[src/core/cpwm_pkg.sv]
// Purpose: Shared constants and types of the complementary PWM block
// Assumes: AXI4-Lite slave, 32-bit data, 8-bit byte address
// Notes:   Every offset and field lives here, and the reset values of control, pin select, enable and high duty bytes
package cpwm_pkg;
   localparam int NCH    = 3;                  // Channels
   localparam int NPIN   = 6;                  // Shared pins
   localparam int DUTY_W = 10;                 // Duty width
   // Byte addresses
   localparam logic [7:0] A_DUTY_BASE = 8'h00; // Channel 0 high byte
   localparam logic [7:0] A_CH_STRIDE = 8'h08; // Per channel step
   localparam logic [7:0] A_LO_OFS    = 8'h04; // Low bits after high
   localparam logic [7:0] A_CTRL      = 8'h18; // Control
   localparam logic [7:0] A_PINSEL    = 8'h1C; // Pin function select
   localparam logic [7:0] A_OUTEN     = 8'h20; // Per output enable
   localparam logic [7:0] A_STATUS    = 8'h24; // Counter and levels
   // Control fields
   localparam int CTRL_COMP_BIT = 0;           // Complementary enable
   localparam int CTRL_LOCK_BIT = 1;           // Motor interlock
   localparam int CTRL_PSC_LSB  = 4;           // Prescale select 6:4
   // Status fields
   localparam int STAT_CNT_LSB = 0;            // Counter 9:0
   localparam int STAT_H_LSB   = 16;           // High levels 18:16
   localparam int STAT_L_LSB   = 20;           // Low levels 22:20
   // Reset values
   localparam logic [5:0] PINSEL_RST = 6'h00;  // All pins general I/O
   localparam logic [5:0] OUTEN_RST  = 6'h00;  // All outputs off
   localparam logic [7:0] DUTY_RST   = 8'h00;  // Duty zero
   // Near full duty threshold and last counter value
   localparam logic [9:0] DUTY_FULL_MIN = 10'h3F0;
   localparam logic [9:0] CNT_LAST      = 10'h3FF;
   // Responses
   localparam logic [1:0] RESP_OKAY   = 2'b00;
   localparam logic [1:0] RESP_SLVERR = 2'b10;

   // Output modes, Gray along the usual order
   typedef enum logic [1:0] {
      MODE_10  = 2'b00,
      MODE_9P1 = 2'b01,
      MODE_8P2 = 2'b11,
      MODE_7P3 = 2'b10
   } cpwm_mode_e;

   // Control register contents
   typedef struct packed {
      logic [2:0] psc;                         // Clock prescale select
      logic       lock;                        // Motor interlock enable
      logic       comp;                        // Complementary enable
   } cpwm_ctrl_s;

   localparam cpwm_ctrl_s CTRL_RST = '{psc: 3'h0, lock: 1'b0, comp: 1'b0};
endpackage

[src/core/cpwm_top.sv]
// Purpose: Three channel 10-bit PWM with complementary outputs
// Assumes: Single clock, AXI4-Lite register access, sync pin inputs
// Notes:   Output mode and pin polarity are static parameters
//
// Implementation choices: the placing of the registers and the AXI4-Lite interface to the registers.
`timescale 1ns/1ps

// Notes on behaviour
// - Duty: high byte plus two low bits
// - Low write only fills hidden buffer
// - High write loads, copies buffer to low
// - Low read returns the buffer
// - Duty 3F0..3FF: high on, low off
// - Each pin selects I/O or PWM
// - Control bit picks single or complementary
// - Each output has own enable bit
// - Prescale and duty writable while running
// - Interlock: pair never both active
// - High and low polarity by parameter
// - PWM clock is clock over prescale+1
// - Sub-cycle 1024/512/256/128 PWM clocks by mode
// - One static mode for all channels
// - 9+1: coarse 9..1, fine bit 0
// - 8+2: coarse 9..2, fine 1..0
// - 7+3: coarse 9..3, fine 2..0
module cpwm_top #(
   parameter cpwm_pkg::cpwm_mode_e MODE = cpwm_pkg::MODE_10, // Output mode
   parameter logic HI_ACT_HIGH = 1'b1,        // High outputs active level
   parameter logic LO_ACT_HIGH = 1'b1         // Low outputs active level
) (
   input  wire logic        core_clk_i,       // System clock
   input  wire logic        rst_b_i,          // Async reset, active low
   input  wire logic [7:0]  s_axi_awaddr_i,   // Write address
   input  wire logic        s_axi_awvalid_i,  // Write address valid
   output logic             s_axi_awready_o,  // Write address ready
   input  wire logic [31:0] s_axi_wdata_i,    // Write data
   input  wire logic [3:0]  s_axi_wstrb_i,    // Write strobes
   input  wire logic        s_axi_wvalid_i,   // Write data valid
   output logic             s_axi_wready_o,   // Write data ready
   output logic [1:0]       s_axi_bresp_o,    // Write response
   output logic             s_axi_bvalid_o,   // Write response valid
   input  wire logic        s_axi_bready_i,   // Write response ready
   input  wire logic [7:0]  s_axi_araddr_i,   // Read address
   input  wire logic        s_axi_arvalid_i,  // Read address valid
   output logic             s_axi_arready_o,  // Read address ready
   output logic [31:0]      s_axi_rdata_o,    // Read data
   output logic [1:0]       s_axi_rresp_o,    // Read response
   output logic             s_axi_rvalid_o,   // Read data valid
   input  wire logic        s_axi_rready_i,   // Read data ready
   input  wire logic [5:0]  gpio_out_i,       // Port values in I/O use
   output logic [5:0]       pin_o,            // Shared pin levels
   output logic [5:0]       pin_function_select_o // 1 = pin carries PWM
);
   // Fine duty bits of the chosen mode
   function automatic int fine_bits(input cpwm_pkg::cpwm_mode_e m);
      case (m)
         cpwm_pkg::MODE_9P1: fine_bits = 1;
         cpwm_pkg::MODE_8P2: fine_bits = 2;
         cpwm_pkg::MODE_7P3: fine_bits = 3;
         default:            fine_bits = 0;
      endcase
   endfunction

   // Address of a channel's duty register
   function automatic logic [7:0] chan_addr(input int c, input logic lo);
      logic [7:0] a;
      a = cpwm_pkg::A_DUTY_BASE + 8'(c) * cpwm_pkg::A_CH_STRIDE;
      chan_addr = lo ? a + cpwm_pkg::A_LO_OFS : a;
   endfunction

   // Level of one channel for a duty and a counter value
   function automatic logic pwm_level(input logic [9:0] duty,
                                      input logic [9:0] cnt,
                                      input int k);
      logic [9:0]  sub;
      logic [9:0]  idx;
      logic [9:0]  fine;
      logic [10:0] thr;
      sub  = cnt & (10'h3FF >> k);             // Position in sub-cycle
      idx  = cnt >> (10 - k);                  // Modulation cycle index
      fine = duty & ~(10'h3FF << k);           // Fine part
      thr  = {1'b0, duty >> k} + ((idx < fine) ? 11'h001 : 11'h000);
      pwm_level = ({1'b0, sub} < thr) ||
                  (duty >= cpwm_pkg::DUTY_FULL_MIN);
   endfunction

   localparam int FINE_K = fine_bits(MODE);

   // Register file
   logic [7:0]          duty_hi_q [cpwm_pkg::NCH]; // Active high bytes
   logic [1:0]          duty_lo_q [cpwm_pkg::NCH]; // Active low bits
   logic [1:0]          lo_buf_q  [cpwm_pkg::NCH]; // Hidden low buffers
   cpwm_pkg::cpwm_ctrl_s ctrl_q;                   // Control
   logic [5:0]          pinsel_q;                  // Pin function select
   logic [5:0]          outen_q;                   // Per output enable
   // Bus state
   logic                aw_hold_q;                 // Address captured
   logic                w_hold_q;                  // Data captured
   logic [7:0]          awaddr_q;                  // Captured address
   logic [31:0]         wdata_q;                   // Captured data
   logic [3:0]          wstrb_q;                   // Captured strobes
   logic                bvalid_q;                  // Write answered
   logic [1:0]          bresp_q;                   // Write response
   logic                rvalid_q;                  // Read answered
   logic [31:0]         rdata_q;                   // Read data
   logic [1:0]          rresp_q;                   // Read response
   logic [31:0]         rd_word;                   // Read mux
   logic                rd_hit;                    // Read address mapped
   logic                wr_hit;                    // Write address mapped
   logic                wr_fire;                   // Write performed
   logic                wr_en;                     // Low byte written
   // PWM core
   logic [2:0]          pre_q;                     // Prescale counter
   logic                tick;                      // PWM clock enable
   logic [9:0]          cnt_q;                     // PWM counter
   logic [2:0]          h_act_q;                   // High outputs active
   logic [2:0]          l_act_q;                   // Low outputs active
   logic [5:0]          pin_q;                     // Pin levels

   // Handshake readies, combinational
   assign s_axi_awready_o = !aw_hold_q && !bvalid_q;
   assign s_axi_wready_o  = !w_hold_q && !bvalid_q;
   assign s_axi_arready_o = !rvalid_q;
   assign wr_fire = aw_hold_q && w_hold_q && !bvalid_q;
   // Registers are one byte wide, so only lane 0 matters
   assign wr_en = wr_fire && wstrb_q[0] && wr_hit;

   // Write address capture, either order with data
   always_ff @(posedge core_clk_i or negedge rst_b_i) begin
      if (!rst_b_i) begin
         aw_hold_q <= 1'b0;
         awaddr_q  <= 8'h00;
      end else if (s_axi_awvalid_i && s_axi_awready_o) begin
         aw_hold_q <= 1'b1;
         awaddr_q  <= s_axi_awaddr_i;
      end else if (wr_fire) begin
         aw_hold_q <= 1'b0;
      end
   end

   // Write data capture
   always_ff @(posedge core_clk_i or negedge rst_b_i) begin
      if (!rst_b_i) begin
         w_hold_q <= 1'b0;
         wdata_q  <= 32'h0000_0000;
         wstrb_q  <= 4'h0;
      end else if (s_axi_wvalid_i && s_axi_wready_o) begin
         w_hold_q <= 1'b1;
         wdata_q  <= s_axi_wdata_i;
         wstrb_q  <= s_axi_wstrb_i;
      end else if (wr_fire) begin
         w_hold_q <= 1'b0;
      end
   end

   // Write address decode; status is read-only but answers OKAY
   always_comb begin
      wr_hit = (awaddr_q == cpwm_pkg::A_CTRL) ||
               (awaddr_q == cpwm_pkg::A_PINSEL) ||
               (awaddr_q == cpwm_pkg::A_OUTEN) ||
               (awaddr_q == cpwm_pkg::A_STATUS);
      for (int c = 0; c < cpwm_pkg::NCH; c++) begin
         if (awaddr_q == chan_addr(c, 1'b0) ||
             awaddr_q == chan_addr(c, 1'b1)) begin
            wr_hit = 1'b1;
         end
      end
   end

   // Write response
   always_ff @(posedge core_clk_i or negedge rst_b_i) begin
      if (!rst_b_i) begin
         bvalid_q <= 1'b0;
         bresp_q  <= cpwm_pkg::RESP_OKAY;
      end else if (wr_fire) begin
         bvalid_q <= 1'b1;
         bresp_q  <= wr_hit ? cpwm_pkg::RESP_OKAY : cpwm_pkg::RESP_SLVERR;
      end else if (s_axi_bready_i) begin
         bvalid_q <= 1'b0;
      end
   end

   // Duty registers; writable any time, counter keeps running
   for (genvar c = 0; c < cpwm_pkg::NCH; c++) begin : g_duty
      always_ff @(posedge core_clk_i or negedge rst_b_i) begin
         if (!rst_b_i) begin
            duty_hi_q[c] <= cpwm_pkg::DUTY_RST;
            duty_lo_q[c] <= 2'b00;
            lo_buf_q[c]  <= 2'b00;
         end else if (wr_en && awaddr_q == chan_addr(c, 1'b0)) begin
            duty_hi_q[c] <= wdata_q[7:0];
            duty_lo_q[c] <= lo_buf_q[c];
         end else if (wr_en && awaddr_q == chan_addr(c, 1'b1)) begin
            lo_buf_q[c]  <= wdata_q[1:0];
         end
      end
   end

   // Control, pin select and enable registers
   always_ff @(posedge core_clk_i or negedge rst_b_i) begin
      if (!rst_b_i) begin
         ctrl_q   <= cpwm_pkg::CTRL_RST;
         pinsel_q <= cpwm_pkg::PINSEL_RST;
         outen_q  <= cpwm_pkg::OUTEN_RST;
      end else if (wr_en) begin
         case (awaddr_q)
            cpwm_pkg::A_CTRL: begin
               ctrl_q.comp <= wdata_q[cpwm_pkg::CTRL_COMP_BIT];
               ctrl_q.lock <= wdata_q[cpwm_pkg::CTRL_LOCK_BIT];
               ctrl_q.psc  <= wdata_q[cpwm_pkg::CTRL_PSC_LSB +: 3];
            end
            cpwm_pkg::A_PINSEL: pinsel_q <= wdata_q[5:0];
            cpwm_pkg::A_OUTEN:  outen_q  <= wdata_q[5:0];
            default: ;                             // Duty or status
         endcase
      end
   end

   // Read mux; the low register shows the buffer, not the active bits
   always_comb begin
      rd_word = 32'h0000_0000;
      rd_hit  = 1'b1;
      case (s_axi_araddr_i)
         cpwm_pkg::A_CTRL: begin
            rd_word[cpwm_pkg::CTRL_COMP_BIT]     = ctrl_q.comp;
            rd_word[cpwm_pkg::CTRL_LOCK_BIT]     = ctrl_q.lock;
            rd_word[cpwm_pkg::CTRL_PSC_LSB +: 3] = ctrl_q.psc;
         end
         cpwm_pkg::A_PINSEL: rd_word[5:0] = pinsel_q;
         cpwm_pkg::A_OUTEN:  rd_word[5:0] = outen_q;
         cpwm_pkg::A_STATUS: begin
            rd_word[cpwm_pkg::STAT_CNT_LSB +: 10] = cnt_q;
            rd_word[cpwm_pkg::STAT_H_LSB +: 3]    = h_act_q;
            rd_word[cpwm_pkg::STAT_L_LSB +: 3]    = l_act_q;
         end
         default: rd_hit = 1'b0;
      endcase
      for (int c = 0; c < cpwm_pkg::NCH; c++) begin
         if (s_axi_araddr_i == chan_addr(c, 1'b0)) begin
            rd_word[7:0] = duty_hi_q[c];
            rd_hit       = 1'b1;
         end
         if (s_axi_araddr_i == chan_addr(c, 1'b1)) begin
            rd_word[1:0] = lo_buf_q[c];
            rd_hit       = 1'b1;
         end
      end
   end

   // Read answer, one cycle after the address is taken
   always_ff @(posedge core_clk_i or negedge rst_b_i) begin
      if (!rst_b_i) begin
         rvalid_q <= 1'b0;
         rdata_q  <= 32'h0000_0000;
         rresp_q  <= cpwm_pkg::RESP_OKAY;
      end else if (s_axi_arvalid_i && s_axi_arready_o) begin
         rvalid_q <= 1'b1;
         rdata_q  <= rd_word;
         rresp_q  <= rd_hit ? cpwm_pkg::RESP_OKAY : cpwm_pkg::RESP_SLVERR;
      end else if (s_axi_rready_i) begin
         rvalid_q <= 1'b0;
      end
   end

   // Prescaler; >= lets a smaller value take effect at once
   assign tick = (pre_q >= ctrl_q.psc);
   always_ff @(posedge core_clk_i or negedge rst_b_i) begin
      if (!rst_b_i) begin
         pre_q <= 3'h0;
      end else if (tick) begin
         pre_q <= 3'h0;
      end else begin
         pre_q <= pre_q + 3'h1;
      end
   end

   // Free running 10-bit counter, wraps after the last count
   always_ff @(posedge core_clk_i or negedge rst_b_i) begin
      if (!rst_b_i) begin
         cnt_q <= 10'h000;
      end else if (tick) begin
         cnt_q <= cnt_q + 10'h001;
      end
   end

   // Output stage per channel; pins and levels change together
   for (genvar c = 0; c < cpwm_pkg::NCH; c++) begin : g_out
      logic raw;                                   // Modulator level
      logic h_d;                                   // High active next
      logic l_d;                                   // Low active next
      // Sub-cycle split by mode; near full duty forced on
      assign raw = pwm_level({duty_hi_q[c], duty_lo_q[c]}, cnt_q,
                             FINE_K);
      assign h_d = raw && outen_q[2*c];
      // Interlock gate is kept even though ~raw already excludes it
      assign l_d = ctrl_q.comp && outen_q[2*c+1] && !raw &&
                   !(ctrl_q.lock && h_d);
      always_ff @(posedge core_clk_i or negedge rst_b_i) begin
         if (!rst_b_i) begin
            h_act_q[c]   <= 1'b0;
            l_act_q[c]   <= 1'b0;
            pin_q[2*c]   <= 1'b0;
            pin_q[2*c+1] <= 1'b0;
         end else begin
            h_act_q[c]   <= h_d;
            l_act_q[c]   <= l_d;
            // Polarity applied last, I/O value when not selected
            pin_q[2*c]   <= pinsel_q[2*c] ?
                            (h_d ~^ HI_ACT_HIGH) : gpio_out_i[2*c];
            pin_q[2*c+1] <= pinsel_q[2*c+1] ?
                            (l_d ~^ LO_ACT_HIGH) : gpio_out_i[2*c+1];
         end
      end
   end

   // Outputs
   assign s_axi_bvalid_o        = bvalid_q;
   assign s_axi_bresp_o         = bresp_q;
   assign s_axi_rvalid_o        = rvalid_q;
   assign s_axi_rdata_o         = rdata_q;
   assign s_axi_rresp_o         = rresp_q;
   assign pin_o                 = pin_q;
   assign pin_function_select_o = pinsel_q;

   logic wr_hi0;                                   // High write, channel 0
   logic wr_lo0;                                   // Low write, channel 0
   assign wr_hi0 = wr_en && awaddr_q == chan_addr(0, 1'b0);
   assign wr_lo0 = wr_en && awaddr_q == chan_addr(0, 1'b1);
endmodule // cpwm_top

[config.mk]
export PLATFORM = sky130hd
export DESIGN_NAME = cpwm_top
export DESIGN_NICKNAME = d
export VERILOG_FILES = /design/src/core/cpwm_pkg.sv /design/src/core/cpwm_top.sv
export SDC_FILE = /design/constraint.sdc
export NUM_CORES = 1
export LEC_CHECK = 0
export BUFFER_PORTS_ARGS = -buffer_cell sky130_fd_sc_hd__buf_2
export CAP_MARGIN = 10
export CORE_UTILIZATION = 55
export DETAILED_ROUTE_END_ITERATION = 7
export GPL_TIMING_DRIVEN = 0
export PLACE_DENSITY = 0.79
export SLEW_MARGIN = 20
export SYNTH_ARGS = -nofsm -noshare
export SYNTH_HDL_FRONTEND = slang
export SYNTH_SLANG_ARGS = --single-unit
[constraint.sdc]
create_clock -name core_clk_i -period 5.2 [get_ports core_clk_i]
set_input_delay 0.26 -clock core_clk_i [delete_from_list [all_inputs] [get_ports core_clk_i]]
set_output_delay 0.26 -clock core_clk_i [all_outputs]
set_load 0.01 [all_outputs]
Word-level counts from Yosys, hierarchy flattened
Cells that the tools add are included.
W data, S select, Z words.
Word-level totals
  register bits: 119
  bits of input ports: 65
  output and inout bits: 53
  logic and storage cells: 166
Operators by class
  add/sub/neg operators: 2
  $lt $le $gt $ge: 7
  eq/ne operators: 18
  multiplexer cells: 39
  bitwise logic cells: 3
  reductions and logical operators: 62
Operators by type and width (number)
  $eq A8 B5 Y1 const B: 8
  $eq A8 B4 Y1 const B: 4
  $eq A8 B6 Y1 const B: 4
  $ge A10 B10 Y1 const B: 3
  $logic_and A1 B1 Y1: 30
  $lt A10 B10 Y1: 3
  $mux W8: 3
  $mux W1: 23
  $eq A8 B3 Y1 const B: 2
  $logic_not A8 Y1: 2
  $pmux W2 S4: 2
  $mux W3: 4
  $reduce_and A2 Y1: 6
  $add A10 B1 Y10 const B: 1
  $logic_not A1 Y1: 10
  $mux W2: 5
  $logic_or A1 B1 Y1: 9
  $reduce_bool A2 Y1: 4
  $pmux W2 S3: 1
  $reduce_or A4 Y1: 1
  $add A3 B1 Y3 const B: 1
  $ge A3 B3 Y1: 1
  $not A1 Y1: 3
  $pmux W1 S2: 1

Logic depth before layout (Yosys ltp)
  depth in word-level cells: 11
  mapped depth: 7

Worst setup path before layout
OpenSTA, ideal clock, no wires.
  path kind: reg2reg
  start: register awaddr_q[1]
  end: register duty_hi_q[0] (netlist name)
  library setup time: 0.125 ns
  arrival: 1.939 ns
  data required time: 5.075 ns
  slack: 3.135 ns
  cell stages (with the launch flop): 7
  clock period less this slack: 2.065 ns
  cell sequence: dfrtp_1 or4_4 nor2_4 nand4b_2 or3_1 buf_6 mux2_4
On the way
  word-level cells in the longest chain between the ends: 9
  elaborated cells on any way between the ends: 21
  classes of those cells: eq/ne (9); mux (3); reduce/logical (9)
Ends and longest elaborated chain
  start, declared: RTL line cpwm_top.sv:99  | logic [7:0] awaddr_q;
  start signal, assigned: RTL line cpwm_top.sv:135  | awaddr_q <= s_axi_awaddr_i;
  $eq A8 B5 Y1, on equally long branches: RTL line cpwm_top.sv:158, cpwm_top.sv:159
  $logic_or A1 B1 Y1: RTL line cpwm_top.sv:158  | wr_hit = (awaddr_q == cpwm_pkg::A_CTRL) ||
  $logic_or A1 B1 Y1: RTL line cpwm_top.sv:159  | (awaddr_q == cpwm_pkg::A_PINSEL) ||
  $logic_or A1 B1 Y1: RTL line cpwm_top.sv:160  | (awaddr_q == cpwm_pkg::A_OUTEN) ||
  $mux W1 (3 in series): RTL line cpwm_top.sv:163  | if (awaddr_q == chan_addr(c, 1'b0) ||
  $logic_and A1 B1 Y1: RTL line cpwm_top.sv:126  | assign wr_en = wr_fire && wstrb_q[0] && wr_hit;
  $logic_and A1 B1 Y1 *: RTL line cpwm_top.sv:190  | end else if (wr_en && awaddr_q == chan_addr(c, 1'b0)) begin
  end signal, assigned by index: RTL line cpwm_top.sv:187  | duty_hi_q[c] <= cpwm_pkg::DUTY_RST;
  end signal, assigned by index: RTL line cpwm_top.sv:191  | duty_hi_q[c] <= wdata_q[7:0];
  end, declared: RTL line cpwm_top.sv:90  | logic [7:0] duty_hi_q [cpwm_pkg::NCH];
Every way passes the cells marked *; elsewhere a longest branch is shown, timed or not.
A chain may end at the register's enable or synchronous reset.

Final worst setup path
  start: register awaddr_q[1]
  end: register pinsel_q[0] (netlist: pin_function_select_o[0])
On the way
  word-level cells in the longest chain between the ends: 9
  elaborated cells on any way between the ends: 21
  classes of those cells: eq/ne (9); mux (3); reduce/logical (9)
Ends and longest elaborated chain
  $eq A8 B5 Y1, on equally long branches: RTL line cpwm_top.sv:158, cpwm_top.sv:159, cpwm_top.sv:206
  $logic_or A1 B1 Y1: RTL line cpwm_top.sv:158
  $logic_or A1 B1 Y1: RTL line cpwm_top.sv:159
  $logic_or A1 B1 Y1: RTL line cpwm_top.sv:160
  $mux W1 (3 in series): RTL line cpwm_top.sv:163
  $logic_and A1 B1 Y1: RTL line cpwm_top.sv:126
  $reduce_and A2 Y1 (no line) *
  end signal, assigned: RTL line cpwm_top.sv:203  | pinsel_q <= cpwm_pkg::PINSEL_RST;
  end signal, assigned: RTL line cpwm_top.sv:212  | cpwm_pkg::A_PINSEL: pinsel_q <= wdata_q[5:0];
  end, declared: RTL line cpwm_top.sv:94  | logic [5:0] pinsel_q;
Marked as above.

==> impl_metrics.toml <==
[outcome]
outcome = "finished clean"

[clocking]
clock_latency_ns = 0.52
cts_tree = "done"
path_clk_slew_ns = 0.06
cts_resized = 0
clock_path_buffers = 2
cts_max_level = 4
root_buffer = "clkbuf_8"
cts_sinks = 117
cts_buffers = 17

[worst_setup_path]
critPathTopFamily = "simple AND/OR/NAND/NOR gates"
cp-end-kind = "flop"
crit_chain = "or4_4 > nor2_4 > nand4b_2 > nor2_1 > mux2_2"
worst-path-max-fanout = 6
required_ns = 5.59
critPathKind = "reg -> reg"
slowest_delay_ns = 0.64
critPathBufInv = 0
crit_arrival_ns = 2.81
start_kind = "flop"
crit_slowest_cell = "nor2_1"

[detailed_routing]
drt-initial-drc-count = 337
vias = 4740
vias_per_cell = 5.732
dr.pass1.iters = 5
ant_nets = 0
wire_per_inst_um = 19.28
routed_wl_um = 15940
drcViolationCount = 0

[min_path]
min_path_type = "in -> reg"

[yosys]
synth-main-ff-cell = "dfrtp_1"
synthCells = 543
syn-cell-area_sq_um = 6187
synth_area_per_cell_sq_um = 11.39
synthArstFlopShare = 1.000
synth-seq-cells = 117
yosysUniqueCellTypes = 61
synth_edf_count = 0
yosys_warnings = 0
synth_seq_area_share = 0.4732

[place]
gp_congestion = 0.8958
port_buffers = 72
pre_cts_ws_ns = 2.807
hpwl_um = 11700

[timing]
layout_min_cycle_time_ns = 2.420
slew_headroom = 0.3900
max_freq_mhz = 413.2
skew_ns = 0.009655
rsz0062_at_grt = "no"
min_period_over_period = 0.4654
worst_pin_slew_ns = 0.9066
maxSlewViolCount = 0
setup_slack_ns = 2.780
finalHoldViolCount = 0
tns_ns = 0
whs_ns = 0.04110
finalSetupViolations = 0

[global_route]
antenna_found_initial = 0
grt_pass1_wl_um = 25820
grt_max_degree = 80
grt_pass1_vias = 4997
overflow = 0
grtUsageTotal = 0.3010

[power_and_ir_drop]
switching_share = 0.3215
max-vdd-ir-drop_uv = 251.3
power_density_nw_per_um2 = 461.1
power.leakage_nw = 3.668
p_seq_frac = 0.382
p_switching_mw = 1.141
pwr-share-clk = 0.359
p_total_mw = 3.549
p_comb_frac = 0.260
p_int_mw = 2.408

[cells_and_area]
register_area_sq_um = 2928
syn2layout_area_growth_pct = 24.41
drive_gt1_frac = 0.2999
nets = 772
fill_cells = 812
multi_input_area_sq_um = 2959
diodes = 0

[die]
start_util = 0.5683
top_level_ports = 118
dieArea_sq_um = 11680
dieHeight_um = 108.1
rows = 38
core-area_sq_um = 10890
die_w_um = 108.1

[job]
maxCapViolations = 0
-- cell families after synthesis --
logic type | share of synthesized area
flops | 0.4732
simple gates | 0.1070
compound gates | 0.1276
mux | 0.1539
buf+inv | 0.05885
fa+ha+maj | 0.06471
xor+xnor | 0.01416
other cells | 0.0006061
-- worst paths after layout --
kind                                          from                                    to  slack, ns  cells past startpoint
setup / recovery           awaddr_q[1]$_DFFE_PN0P_  pin_function_select_o[0]$_DFFE_PN0P_       2.78                      5
hold / removal                       gpio_out_i[4]                    pin_o[4]$_DFF_PN0_       0.04                      3
setup reg to reg           awaddr_q[1]$_DFFE_PN0P_  pin_function_select_o[0]$_DFFE_PN0P_       2.78                      5
hold reg to reg                 pre_q[0]$_DFF_PN0_                    pre_q[0]$_DFF_PN0_       0.46                      1
max in group asynchronous                  rst_b_i                wdata_q[0]$_DFFE_PN0P_       4.27                      3
min in group asynchronous                  rst_b_i                  l_act_q[2]$_DFF_PN0_       0.22                      2
-- tightest hold or removal path, stage by stage --
cell	delay (ns)
buf_2	0.08
mux2i_1	0.05
a31oi_1	0.12
-- layout make-up --
cell class,count,area share
Tap cell,140,0.02276
Clock buffer,23,0.06193
Timing Repair Buffer,96,0.08111
Sequential cell,117,0.3804
Multi-Input combinational cell,366,0.3844
Clock inverter,8,0.02211
Buffer,37,0.02780
Inverter,40,0.01951
-- through the flow --
step	utilization	instance area, sq um	cells
6_report	0.7070	7697	827
5_1_grt	0.7070	7697	827
4_1_cts	0.7070	7697	827
3_5_place_dp	0.6264	6820	773
3_3_place_gp	0.6233	6787	772
2_1_floorplan	-	6251	560
-- repair_timing --
item / CTS / global route
setup buffers: 0 / 0
hold buffers: 23 / 0
hold endpoints to repair: 60 / 0
-- cells in the mapped netlist (4+ instances only) --
cell type | number | area share
a22o_1 | 13 | 0.018
inv_1 | 40 | 0.024
o21ai_0 | 21 | 0.017
a31oi_1 | 5 | 0.0051
a21o_1 | 10 | 0.012
buf_4 | 18 | 0.022
o21a_1 | 8 | 0.0097
mux2_2 | 65 | 0.12
nor4_1 | 4 | 0.0040
nor2b_1 | 9 | 0.0091
nor2_1 | 17 | 0.010
a211oi_1 | 6 | 0.0073
nand3_1 | 12 | 0.0097
nand2b_1 | 7 | 0.0071
clkbuf_1 | 14 | 0.0085
nor3_1 | 6 | 0.0049
and4_1 | 7 | 0.0099
a21oi_1 | 16 | 0.013
mux2i_1 | 7 | 0.011
ha_1 | 32 | 0.065
dfrtp_1 | 117 | 0.47
nand4_1 | 8 | 0.0081
xnor2_1 | 7 | 0.0099
nand2_1 | 22 | 0.013
mux2_4 | 10 | 0.024
buf_1 | 4 | 0.0024
-- layer usage --
layer  part of all wire  wire length (um)  global-route usage
met5                  0                 0                   0
met4              0.026               421              0.1145
met3              0.061               971             0.07052
met2               0.50              7957              0.5109
met1               0.41              6593              0.3720
-- power groups by stage --
stage	clock [mW]	sequential [mW]	combinational (mW)
after floorplan	0	1.27	0.644
after global placement	0	1.35	0.846
after detailed placement	0	1.37	0.897
after CTS	1.29	1.35	0.919
after global routing	1.33	1.38	1.04
final	1.27	1.35	0.921
-- registers in the layout (all words and copies together) (netlist names) --
signal,flops
duty_hi_q,24
s_axi_rdata_o,16
cnt_q,10
awaddr_q,8
wdata_q,8
duty_lo_q,6
lo_buf_q,6
outen_q,6
pin_function_select_o,6
pin_o,6
ctrl_q,5
h_act_q,3
l_act_q,3
pre_q,3
aw_hold_q,1
s_axi_bresp_o,1
s_axi_bvalid_o,1
s_axi_rresp_o,1
s_axi_rvalid_o,1
w_hold_q,1
wstrb_q,1
-- cells in the final DEF (no fill, tap or decap), types with 7 or more instances in the layout --
master         instances
nor2b_1                9
a21o_1                10
xnor2_1                7
nor2_1                17
nand3_1               12
dfrtp_1              117
nand2_1               22
and4_1                 7
conb_1                18
buf_4                 18
nand4_1                8
clkbuf_1              16
mux2_4                10
inv_1                 40
o21ai_0               21
clkbuf_16             16
nand2b_1               7
dlygate4sd3_1         23
a22o_1                13
a21oi_1               16
o21a_1                 8
ha_1                  32
mux2_2                65
buf_2                 71
mux2i_1                7
Note: power is estimated with default switching activity, not from simulation.
